--- config.mk ---
export PLATFORM = sky130hd
export DESIGN_NAME = pdt_tile
export DESIGN_NICKNAME = d
export VERILOG_FILES = /design/src/rtl/pdt_pkg.sv /design/src/rtl/pdt_tile.sv
export SDC_FILE = /design/constraint.sdc
export NUM_CORES = 1
export LEC_CHECK = 0
export BUFFER_PORTS_ARGS = -buffer_cell sky130_fd_sc_hd__buf_2
export CAP_MARGIN = 5
export CORE_MARGIN = 4
export CORE_UTILIZATION = 35
export DETAILED_ROUTE_END_ITERATION = 6
export SYNTH_ARGS = -nofsm -noshare
export SYNTH_HDL_FRONTEND = slang
export SYNTH_SLANG_ARGS = --single-unit
--- constraint.sdc ---
create_clock -name REF_CLK -period 4.8 [get_ports REF_CLK]
set_clock_uncertainty 0.2 [all_clocks]
set_input_delay 0.96 -clock REF_CLK [delete_from_list [all_inputs] [get_ports REF_CLK]]
set_output_delay 0.96 -clock REF_CLK [all_outputs]
set_load 0.05 [all_outputs]
--- src/rtl/pdt_pkg.sv ---
// Constants and types for the programmable datapath tile
package pdt_pkg;
   // Register indices on the 5-bit address port
   localparam logic [4:0] ADR_ACC0  = 5'h00;
   localparam logic [4:0] ADR_ACC1  = 5'h01;
   localparam logic [4:0] ADR_DAT0  = 5'h02;
   localparam logic [4:0] ADR_DAT1  = 5'h03;
   localparam logic [4:0] ADR_FIFO0 = 5'h04;
   localparam logic [4:0] ADR_FIFO1 = 5'h05;
   localparam logic [4:0] ADR_CTL   = 5'h06;
   localparam logic [4:0] ADR_STS   = 5'h07;
   localparam logic [4:0] ADR_CMSK0 = 5'h08;
   localparam logic [4:0] ADR_CMSK1 = 5'h09;
   localparam logic [4:0] ADR_OMSK  = 5'h0A;
   localparam logic [4:0] ADR_POLY  = 5'h0B;
   localparam logic [4:0] ADR_CFG   = 5'h0C;
   localparam logic [4:0] ADR_OSEL0 = 5'h0D;
   localparam logic [4:0] ADR_OSEL1 = 5'h0E;
   localparam logic [4:0] ADR_OSEL2 = 5'h0F;
   localparam logic [4:0] ADR_FCFG  = 5'h10;
   localparam logic [4:0] ADR_CCFG  = 5'h11;
   localparam logic [4:0] ADR_SMSK  = 5'h12;
   localparam logic [4:0] ADR_FSTAT = 5'h13;
   // Datapath configuration fields
   localparam int CFG_MSB_LSB   = 0;
   localparam int CFG_CMP0_PAIR = 3;
   localparam int CFG_CMP1_LSB  = 4;
   localparam int CFG_TMUX      = 6;
   localparam int CFG_SET       = 7;
   // FIFO and chaining configuration fields
   localparam int FCFG_DIR_LSB  = 0;
   localparam int FCFG_CHAIN    = 2;
   localparam int FCFG_RAND     = 3;
   // Reset values
   localparam logic [7:0] RST_CFG   = 8'h07;
   localparam logic [7:0] RST_MASK  = 8'hFF;
   localparam logic [7:0] RST_CCFG  = 8'h55;
   localparam logic [7:0] RST_OSEL  = 8'hFF;
   // Sub-block enable select codes, two bits each in the clock control reg
   localparam logic [1:0] EN_OFF    = 2'h0;
   localparam logic [1:0] EN_ON     = 2'h1;
   localparam logic [1:0] EN_CTL_LO = 2'h2;
   localparam logic [1:0] EN_CTL_HI = 2'h3;
   localparam int CCFG_LA0 = 0;
   localparam int CCFG_LA1 = 2;
   localparam int CCFG_DP  = 4;
   localparam int CCFG_SC  = 6;
   // Operation code taken from the routing every cycle
   typedef enum logic [2:0] {OP_NOP, OP_ADD, OP_SUB, OP_INC, OP_DEC, OP_SHL, OP_SHR, OP_CRC} pdt_op_e;
endpackage

--- src/rtl/pdt_tile.sv ---
// Programmable 8-bit datapath tile with status and control module
//
// Decided for this implementation: the strobed register port and the register offsets.
`timescale 1ns/1ps
`default_nettype none

module pdt_tile #(
   parameter int DEPTH = 4
) (
   // Clock and reset
   input  wire  logic       REF_CLK,
   input  wire  logic       RST,
   // Register port
   input  wire  logic [4:0] ADDR,
   input  wire  logic [7:0] WDATA,
   input  wire  logic       WR,
   input  wire  logic       RD,
   output logic       [7:0] RDATA,
   // Routing matrix
   input  wire  logic [5:0] RT_IN,
   output logic       [5:0] RT_OUT,
   input  wire  logic [7:0] STS_IN,
   output logic       [7:0] CTL_OUT,
   // Logic array block enables
   output logic             LA0_EN,
   output logic             LA1_EN,
   // Neighbour chaining
   input  wire  logic       CHAIN_CI,
   input  wire  logic       CHAIN_SI,
   input  wire  logic       CHAIN_ZI,
   output logic             CHAIN_CO,
   output logic             CHAIN_SO,
   output logic             CHAIN_ZO
);
   localparam int AW = $clog2(DEPTH);

   if (DEPTH < 2 || (DEPTH & (DEPTH - 1)) != 0)
   begin : g_chk
      $error("DEPTH must be a power of two, at least 2");
   end

   typedef struct packed {
      logic [1:0][7:0]            acc;
      logic [1:0][7:0]            dat;
      logic [7:0]                 ctl;
      logic [1:0][7:0]            cmsk;
      logic [7:0]                 omsk;
      logic [7:0]                 poly;
      logic [7:0]                 cfg;
      logic [2:0][7:0]            osel;
      logic [7:0]                 fcfg;
      logic [7:0]                 ccfg;
      logic [7:0]                 smsk;
      logic [7:0]                 sticky;
      logic [1:0][DEPTH-1:0][7:0] mem;
      logic [1:0][AW:0]           wp;
      logic [1:0][AW:0]           rp;
      logic [3:0]                 cmp;
      logic                       z;
      logic                       ff;
      logic                       ov;
      logic                       co;
      logic                       so;
      logic                       set;
      logic [5:0]                 rt_out;
      logic [1:0]                 la_en;
      logic [7:0]                 rdata;
   } pdt_state_s;

   pdt_state_s st_r;
   pdt_state_s st_nxt;

   // Enable decode, used for all four sub-blocks
   function automatic logic en_sel(input logic [1:0] code, input logic [7:0] ctl, input int k);
      logic r;
      r = 1'b0;
      unique case (code)
         pdt_pkg::EN_OFF:    r = 1'b0;
         pdt_pkg::EN_ON:     r = 1'b1;
         pdt_pkg::EN_CTL_LO: r = ctl[k];
         pdt_pkg::EN_CTL_HI: r = ctl[k + 4];
      endcase
      return r;
   endfunction

   logic [1:0]      fempty;
   logic [1:0]      ffull;
   logic [1:0][7:0] fhead;
   logic            dp_en;
   logic            sc_en;
   logic            s;
   logic            link;
   logic            chain;
   logic [2:0]      msb;
   logic [7:0]      wm;
   logic [7:0]      a;
   logic [7:0]      bp;
   logic            ci;
   logic            si;
   logic [8:0]      sum;
   logic [7:0]      res;
   logic            cout;
   logic            sout;
   logic            ovf;
   logic            alu;

   always_comb
   begin
      st_nxt = st_r;
      for (int i = 0; i < 2; i++)
      begin
         fempty[i] = st_r.wp[i] == st_r.rp[i];
         ffull[i]  = (st_r.wp[i] - st_r.rp[i]) == (AW + 1)'(DEPTH);
         fhead[i]  = st_r.mem[i][st_r.rp[i][AW-1:0]];
      end
      dp_en = en_sel(st_r.ccfg[pdt_pkg::CCFG_DP +: 2], st_r.ctl, 2);
      sc_en = en_sel(st_r.ccfg[pdt_pkg::CCFG_SC +: 2], st_r.ctl, 3);
      st_nxt.la_en[0] = en_sel(st_r.ccfg[pdt_pkg::CCFG_LA0 +: 2], st_r.ctl, 0);
      st_nxt.la_en[1] = en_sel(st_r.ccfg[pdt_pkg::CCFG_LA1 +: 2], st_r.ctl, 1);

      s     = st_r.cfg[pdt_pkg::CFG_TMUX] ? st_r.set : st_r.cfg[pdt_pkg::CFG_SET];
      chain = st_r.fcfg[pdt_pkg::FCFG_CHAIN];
      link  = (st_r.cfg[pdt_pkg::CFG_TMUX] && s) || chain;
      // width mask from the MSB position
      msb = st_r.cfg[pdt_pkg::CFG_MSB_LSB +: 3];
      wm  = 8'((9'h002 << msb) - 9'h001);
      a   = st_r.acc[s] & wm;
      // operation and serial data from the routing
      alu = 1'b1;
      bp  = 8'h00;
      ci  = 1'b0;
      unique case (pdt_pkg::pdt_op_e'(RT_IN[2:0]))
         pdt_pkg::OP_NOP: alu = 1'b0;
         pdt_pkg::OP_ADD: bp = st_r.dat[s];
         pdt_pkg::OP_SUB:
         begin
            bp = ~st_r.dat[s];
            ci = 1'b1;
         end
         pdt_pkg::OP_INC: ci = 1'b1;
         pdt_pkg::OP_DEC: bp = 8'hFF;
         default: bp = 8'h00;
      endcase
      bp = bp & wm;
      // carry and shift data from neighbour or earlier phase
      if (link)
      begin
         ci = chain ? CHAIN_CI : st_r.co;
         si = chain ? CHAIN_SI : st_r.so;
      end
      else
      begin
         si = RT_IN[3];
      end
      sum  = {1'b0, a} + {1'b0, bp} + {8'h00, ci};
      cout = sum[msb + 3'h1 == 3'h0 ? 4'd8 : {1'b0, msb} + 4'd1];
      ovf  = (a[msb] == bp[msb]) && (sum[msb] != a[msb]);
      res  = sum[7:0];
      sout = 1'b0;
      unique case (pdt_pkg::pdt_op_e'(RT_IN[2:0]))
         pdt_pkg::OP_SHL:
         begin
            sout = a[msb];
            res  = 8'(a << 1) | {7'h00, si};
            cout = 1'b0;
            ovf  = 1'b0;
         end
         pdt_pkg::OP_SHR:
         begin
            sout = a[0];
            res  = (a >> 1) | 8'({7'h00, si} << msb);
            cout = 1'b0;
            ovf  = 1'b0;
         end
         pdt_pkg::OP_CRC:
         begin
            // serial input may come from a neighbour
            sout = a[msb] ^ (si & ~st_r.fcfg[pdt_pkg::FCFG_RAND]);
            res  = 8'(a << 1) ^ (sout ? st_r.poly : 8'h00);
            cout = 1'b0;
            ovf  = 1'b0;
         end
         default: sout = 1'b0;
      endcase
      // output mask over the width mask
      res = res & wm & st_r.omsk;

      if (dp_en)
      begin
         st_nxt.set = ~st_r.set;
         if (alu)
         begin
            st_nxt.acc[s] = res;
            st_nxt.z  = res == 8'h00;
            st_nxt.ff = res == (wm & st_r.omsk);
            st_nxt.ov = ovf;
            // carry and shift-out kept for the next cycle
            st_nxt.co = cout;
            st_nxt.so = sout;
         end
         st_nxt.cmp[0] = ((st_r.acc[0] & st_r.cmsk[0]) ==
                          ((st_r.cfg[pdt_pkg::CFG_CMP0_PAIR] ? st_r.acc[1] : st_r.dat[0]) & st_r.cmsk[0]));
         st_nxt.cmp[1] = ((st_r.acc[0] & st_r.cmsk[0]) <
                          ((st_r.cfg[pdt_pkg::CFG_CMP0_PAIR] ? st_r.acc[1] : st_r.dat[0]) & st_r.cmsk[0]));
         unique case (st_r.cfg[pdt_pkg::CFG_CMP1_LSB +: 2])
            2'h0: {a, bp} = {st_r.acc[1], st_r.dat[1]};
            2'h1: {a, bp} = {st_r.acc[0], st_r.acc[1]};
            2'h2: {a, bp} = {st_r.acc[1], st_r.dat[0]};
            2'h3: {a, bp} = {st_r.acc[0], st_r.dat[1]};
         endcase
         st_nxt.cmp[2] = (a & st_r.cmsk[1]) == (bp & st_r.cmsk[1]);
         st_nxt.cmp[3] = (a & st_r.cmsk[1]) < (bp & st_r.cmsk[1]);
      end

      for (int i = 0; i < 2; i++)
      begin
         // direction bit picks the writer and the reader
         if (st_r.fcfg[pdt_pkg::FCFG_DIR_LSB + i])
         begin
            if (dp_en && RT_IN[4 + i] && !ffull[i])
            begin
               st_nxt.mem[i][st_r.wp[i][AW-1:0]] = st_r.acc[i];
               st_nxt.wp[i] = st_r.wp[i] + 1'b1;
            end
            if (RD && ADDR == (i == 0 ? pdt_pkg::ADR_FIFO0 : pdt_pkg::ADR_FIFO1) && !fempty[i])
            begin
               st_nxt.rp[i] = st_r.rp[i] + 1'b1;
            end
         end
         else
         begin
            if (WR && ADDR == (i == 0 ? pdt_pkg::ADR_FIFO0 : pdt_pkg::ADR_FIFO1) && !ffull[i])
            begin
               st_nxt.mem[i][st_r.wp[i][AW-1:0]] = WDATA;
               st_nxt.wp[i] = st_r.wp[i] + 1'b1;
            end
            if (dp_en && RT_IN[4 + i] && !fempty[i])
            begin
               st_nxt.dat[i] = fhead[i];
               st_nxt.rp[i] = st_r.rp[i] + 1'b1;
            end
         end
      end

      for (int k = 0; k < 6; k++)
      begin
         st_nxt.rt_out[k] = 1'b0;
         unique case (st_r.osel[k / 2][4 * (k % 2) +: 4])
            4'h0: st_nxt.rt_out[k] = st_r.cmp[0];
            4'h1: st_nxt.rt_out[k] = st_r.cmp[1];
            4'h2: st_nxt.rt_out[k] = st_r.cmp[2];
            4'h3: st_nxt.rt_out[k] = st_r.cmp[3];
            4'h4: st_nxt.rt_out[k] = st_r.z & (~chain | CHAIN_ZI);
            4'h5: st_nxt.rt_out[k] = st_r.ff;
            4'h6: st_nxt.rt_out[k] = st_r.ov;
            4'h7: st_nxt.rt_out[k] = st_r.co;
            4'h8: st_nxt.rt_out[k] = st_r.so;
            4'h9: st_nxt.rt_out[k] = fempty[0];
            4'hA: st_nxt.rt_out[k] = ffull[0];
            4'hB: st_nxt.rt_out[k] = fempty[1];
            4'hC: st_nxt.rt_out[k] = ffull[1];
            4'hD: st_nxt.rt_out[k] = !fempty[0];
            4'hE: st_nxt.rt_out[k] = !fempty[1];
            4'hF: st_nxt.rt_out[k] = 1'b0;
         endcase
      end

      // sticky capture, read clears, set wins
      if (RD && ADDR == pdt_pkg::ADR_STS)
      begin
         st_nxt.sticky = 8'h00;
      end
      if (sc_en)
      begin
         st_nxt.sticky = st_nxt.sticky | (STS_IN & st_r.smsk);
      end

      // Register writes; bus beats datapath on a shared register
      if (WR)
      begin
         unique case (ADDR)
            pdt_pkg::ADR_ACC0:  st_nxt.acc[0] = WDATA;
            pdt_pkg::ADR_ACC1:  st_nxt.acc[1] = WDATA;
            pdt_pkg::ADR_DAT0:  st_nxt.dat[0] = WDATA;
            pdt_pkg::ADR_DAT1:  st_nxt.dat[1] = WDATA;
            pdt_pkg::ADR_CTL:   st_nxt.ctl = WDATA;
            pdt_pkg::ADR_CMSK0: st_nxt.cmsk[0] = WDATA;
            pdt_pkg::ADR_CMSK1: st_nxt.cmsk[1] = WDATA;
            pdt_pkg::ADR_OMSK:  st_nxt.omsk = WDATA;
            pdt_pkg::ADR_POLY:  st_nxt.poly = WDATA;
            pdt_pkg::ADR_CFG:   st_nxt.cfg = WDATA;
            pdt_pkg::ADR_OSEL0: st_nxt.osel[0] = WDATA;
            pdt_pkg::ADR_OSEL1: st_nxt.osel[1] = WDATA;
            pdt_pkg::ADR_OSEL2: st_nxt.osel[2] = WDATA;
            pdt_pkg::ADR_FCFG:  st_nxt.fcfg = {4'h0, WDATA[3:0]};
            pdt_pkg::ADR_CCFG:  st_nxt.ccfg = WDATA;
            pdt_pkg::ADR_SMSK:  st_nxt.smsk = WDATA;
            default:            st_nxt.ctl = st_nxt.ctl;
         endcase
      end

      // Read data stands for one cycle only
      st_nxt.rdata = 8'h00;
      if (RD)
      begin
         unique case (ADDR)
            pdt_pkg::ADR_ACC0:  st_nxt.rdata = st_r.acc[0];
            pdt_pkg::ADR_ACC1:  st_nxt.rdata = st_r.acc[1];
            pdt_pkg::ADR_DAT0:  st_nxt.rdata = st_r.dat[0];
            pdt_pkg::ADR_DAT1:  st_nxt.rdata = st_r.dat[1];
            // Empty or input-direction FIFO reads as zero
            pdt_pkg::ADR_FIFO0:
               st_nxt.rdata = (fempty[0] || !st_r.fcfg[0]) ? 8'h00 : fhead[0];
            pdt_pkg::ADR_FIFO1:
               st_nxt.rdata = (fempty[1] || !st_r.fcfg[1]) ? 8'h00 : fhead[1];
            pdt_pkg::ADR_CTL:   st_nxt.rdata = st_r.ctl;
            // live routing bits, sticky where masked
            // each bit has its own routing line
            pdt_pkg::ADR_STS:   st_nxt.rdata = st_r.sticky | (STS_IN & ~st_r.smsk);
            pdt_pkg::ADR_CMSK0: st_nxt.rdata = st_r.cmsk[0];
            pdt_pkg::ADR_CMSK1: st_nxt.rdata = st_r.cmsk[1];
            pdt_pkg::ADR_OMSK:  st_nxt.rdata = st_r.omsk;
            pdt_pkg::ADR_POLY:  st_nxt.rdata = st_r.poly;
            pdt_pkg::ADR_CFG:   st_nxt.rdata = st_r.cfg;
            pdt_pkg::ADR_OSEL0: st_nxt.rdata = st_r.osel[0];
            pdt_pkg::ADR_OSEL1: st_nxt.rdata = st_r.osel[1];
            pdt_pkg::ADR_OSEL2: st_nxt.rdata = st_r.osel[2];
            pdt_pkg::ADR_FCFG:  st_nxt.rdata = st_r.fcfg;
            pdt_pkg::ADR_CCFG:  st_nxt.rdata = st_r.ccfg;
            pdt_pkg::ADR_SMSK:  st_nxt.rdata = st_r.smsk;
            pdt_pkg::ADR_FSTAT:
               st_nxt.rdata = {st_r.z, st_r.ff, st_r.ov, st_r.co, ffull[1], fempty[1], ffull[0], fempty[0]};
            default:            st_nxt.rdata = 8'h00;
         endcase
      end
   end

   // reset clears data, empties FIFOs, drops control
   always_ff @(posedge REF_CLK)
   begin
      if (RST)
      begin
         st_r         <= '0;
         st_r.cfg     <= pdt_pkg::RST_CFG;
         st_r.cmsk    <= {pdt_pkg::RST_MASK, pdt_pkg::RST_MASK};
         st_r.omsk    <= pdt_pkg::RST_MASK;
         st_r.ccfg    <= pdt_pkg::RST_CCFG;
         st_r.osel    <= {3{pdt_pkg::RST_OSEL}};
      end
      else
      begin
         st_r <= st_nxt;
      end
   end

   assign RT_OUT   = st_r.rt_out;
   assign CTL_OUT  = st_r.ctl;
   assign RDATA    = st_r.rdata;
   assign LA0_EN   = st_r.la_en[0];
   assign LA1_EN   = st_r.la_en[1];
   assign CHAIN_CO = st_r.co;
   assign CHAIN_SO = st_r.so;
   assign CHAIN_ZO = st_r.z;
endmodule

`default_nettype wire

==> results by group <==
Clock network
  • Register clock-pin slew on the reported worst setup and hold paths: 60 ps
  • Cts hold-fix bufs: 0
  • Cell at the root of the clock tree: clkbuf_16
  • CTS Sinks: 234
  • Latest clock arrival within the worst-skew pair: 560 ps
  • Clock tree buffer depth: 3
  • Num CTS Buffers: 26
  • Cts repair resizes: 0
  • CTS H-tree depth: 1
  • CTS tree: yes
  • Postcts setup bufs: 0

Synthesis
  • Async SR Flop Fraction: 0
  • Post-synth top flop: dfxtp_1
  • Post-synth top area share: 0.327
  • Post-synthesis cell type count: 79
  • Number of synthesized flops with an enable pin: 0
  • Cell Area, Synth: between 10,000 and 15,000 sq um
  • Most frequent cell after synthesis: dfxtp_1
  • Total number of yosys warnings: 0
  • Seq/Total Area, Yosys: 0.327
  • Flops & latches, synth: 234
  • Cells after Synth: ~1.7k
  • Mean post-synth cell area: 8.33 sq um
  • Synth cell count leaders: 234 x dfxtp_1, 215 x nor2_1, 177 x nand2_1
  • Synth area leader: dfxtp_1
  • Area contributors post-synth: dfxtp_1 33%, mux4_2 5.8%, nor2_1 5.6%
  • Syn Nets: around 1.8k

GRT
  • GRT Util Overall: 0.241
  • GR Util met2: 0.362
  • GRT Max-Usage Layer: met2
  • Met1 GRT Util: 0.333
  • Total gr overflow: 0
  • Largest net degree at the start of global routing: approximately 110
  • Vias in the first global route: 13.2k
  • GRT met3 Usage: 0.0513
  • First-pass GRT wire length: 83,700 microns
  • Initial antenna violation count: 2

Power and ir drop
  • Pleak: 6.19 nW
  • Logic gate share of total power: 0.144
  • Power Density: 308 nW/um^2
  • Reg power frac: 0.414
  • Switching Share: 0.276
  • IR drop worst, VDD: 0.256 mV
  • Net Sw Power: ~1.4 mW
  • Int Pwr: 3.59 mW
  • Clock power frac: 0.442

Critical path
  • Worst-path fanout max: 12
  • CP arrival: 4760 ps
  • CP required: 5040 ps
  • Worst Setup End Kind: register
  • CP Launch Type: register
  • WS Path Type: register to register

Route
  • Final WL: 55,200 microns
  • Post-DR vias/cell: 6.21
  • WL/cell: 24.3 microns
  • # DRC: 0
  • DR pass1 iterations: 6
  • Vias: ~14k
  • Starting DRT DRC Count: between 1.5k and 2k
  • ANT nets after route: 0

STA
  • Transition time of the tightest slew-check pin: 1080 ps
  • Setup violations, final: 0
  • Final worst path period need: ~4500 ps
  • Fin. max-slew vios: 0
  • Min setup slack post-route: around 280 ps
  • Max Freq: 221 MHz
  • RSZ-0062 raised after global routing: no
  • Crit share post-route: 0.942
  • Slew HR: 0.278
  • Final Hold Viols: 0

Layout
  • Register Area: 4680 sq um
  • Area growth syn-to-layout: 12.2%
  • Filler cells: 4,082
  • Final core occ: 0.401
  • Nets: between 1.5k and 2k
  • Footprint of the multi-input gates: 8890 sq um
  • Ratio of cells with drive above 1 in the final layout: 0.139

Floorplanning
  • Initial Utilization: 0.358
  • Die X: 210 microns
  • Ports: 61
  • Row count: 73
  • Die area: 44,300 sq um
  • Core area: 40,100 sq um
  • Chip Height: 210 microns

Place
  • Pre-CTS WS: -61.9 ps
  • HPWL after DPL: around 40,000 microns
  • Port bufs: 60
  • Gp weighted congestion: between 1 and 1.5

Flow run
  • MaxCap Viol Count: 0

Status
  • Status: complete, no violations

Min path
  • Hold Crit Class: register to register
[layout make-up]
type	count	share of cell area
antenna	3	0.000466
clock buffer	34	0.0460
clock inverter	11	0.0121
inverter	34	0.00793
multi-input combinational	1306	0.552
sequential	234	0.291
tap	525	0.0408
timing repair buffer	123	0.0492
[through the flow]
step           TNS [ps]  total power [mW]  hold WS, ps  cell area (sq um)  instances
3_5_place_dp       -192              2.78          266              15200       2222
3_3_place_gp          0              2.77          262              15200       2222
5_1_grt               0              5.12          312              16100       2267
4_1_cts               0              4.97          282              16100       2267
6_report              0              4.96          280              16100       2270
2_1_floorplan         0              2.52          245              14300       1722
[cell families (layout without fill, tap and decap cells)]
group	count (synthesis)	after routing	synth area share
adder cells (fa/ha/maj)	48	48	0.0429
XOR/XNOR	18	18	0.0110
flip-flops	234	234	0.327
buffers and inverters	182	202	0.0546
AO/OA/AOI/OAI	475	475	0.235
other	0	3	0
multiplexers	125	125	0.123
AND/OR/NAND/NOR	640	640	0.206
[worst paths after layout]
path | from | end | slack (ps) | cells after the start
worst min register to register | st_r[109]$_SDFF_PP0_ | st_r[109]$_SDFF_PP0_ | 280 | 2
worst max-delay path | st_r[164]$_SDFFE_PP0P_ | st_r[19]$_SDFFE_PP0P_ | 280 | 18
worst min-delay path | st_r[109]$_SDFF_PP0_ | st_r[109]$_SDFF_PP0_ | 280 | 2
worst max register to register | st_r[164]$_SDFFE_PP0P_ | st_r[19]$_SDFFE_PP0P_ | 280 | 18
[flip-flops by register name, indices dropped and copies added, names as in the netlist, 3 cells and up]
signal	flops
RT_OUT	6
RDATA	8
CTL_OUT	8
st_r	203
msb	3
[power groups by stage]
stage / logic, mW / registers, mW / clock network, mW
global route: 0.773 / 2.05 / 2.30
global placement: 0.688 / 2.09 / 0
CTS: 0.697 / 2.05 / 2.22
floorplan: 0.465 / 2.06 / 0
finish: 0.713 / 2.05 / 2.19
detailed placement: 0.695 / 2.09 / 0
[metal layers]
metal,part of all wire,vias up
li1,-,6355
met5,0,-
met1,0.42,6781
met2,0.43,774
met4,0.056,0
met3,0.094,181
[layout by cell type, fill, tap and decap left out, drive strengths merged, types with 22 or more instances in the layout]
cell	count
nor3	29
a22oi	31
mux2i	74
mux4	37
dfxtp	234
inv	31
nor2	216
a211oi	105
a21oi	97
o21ai	64
a211o	56
nand3	55
buf	123
nand2	177
and3	59
nor2b	26
and2	22
clkbuf	34
ha	46
[worst max-delay path, cell delays in order, from the launching register on]
cell      delay (ps)
dfxtp_1          330
mux2_2           350
buf_4            200
mux2i_1          260
nor2_1            70
a21oi_1          150
o21ai_0          130
nor2b_1          150
ha_1             340
nor2b_1          140
o21ai_0          220
a21oi_1          160
or4b_2           620
o311a_1          160
a211oi_1         250
a211oi_1          80
o22a_1           230
mux2i_1          120
a32o_1           250
No activity file was read; power rests on OpenSTA's default activity.
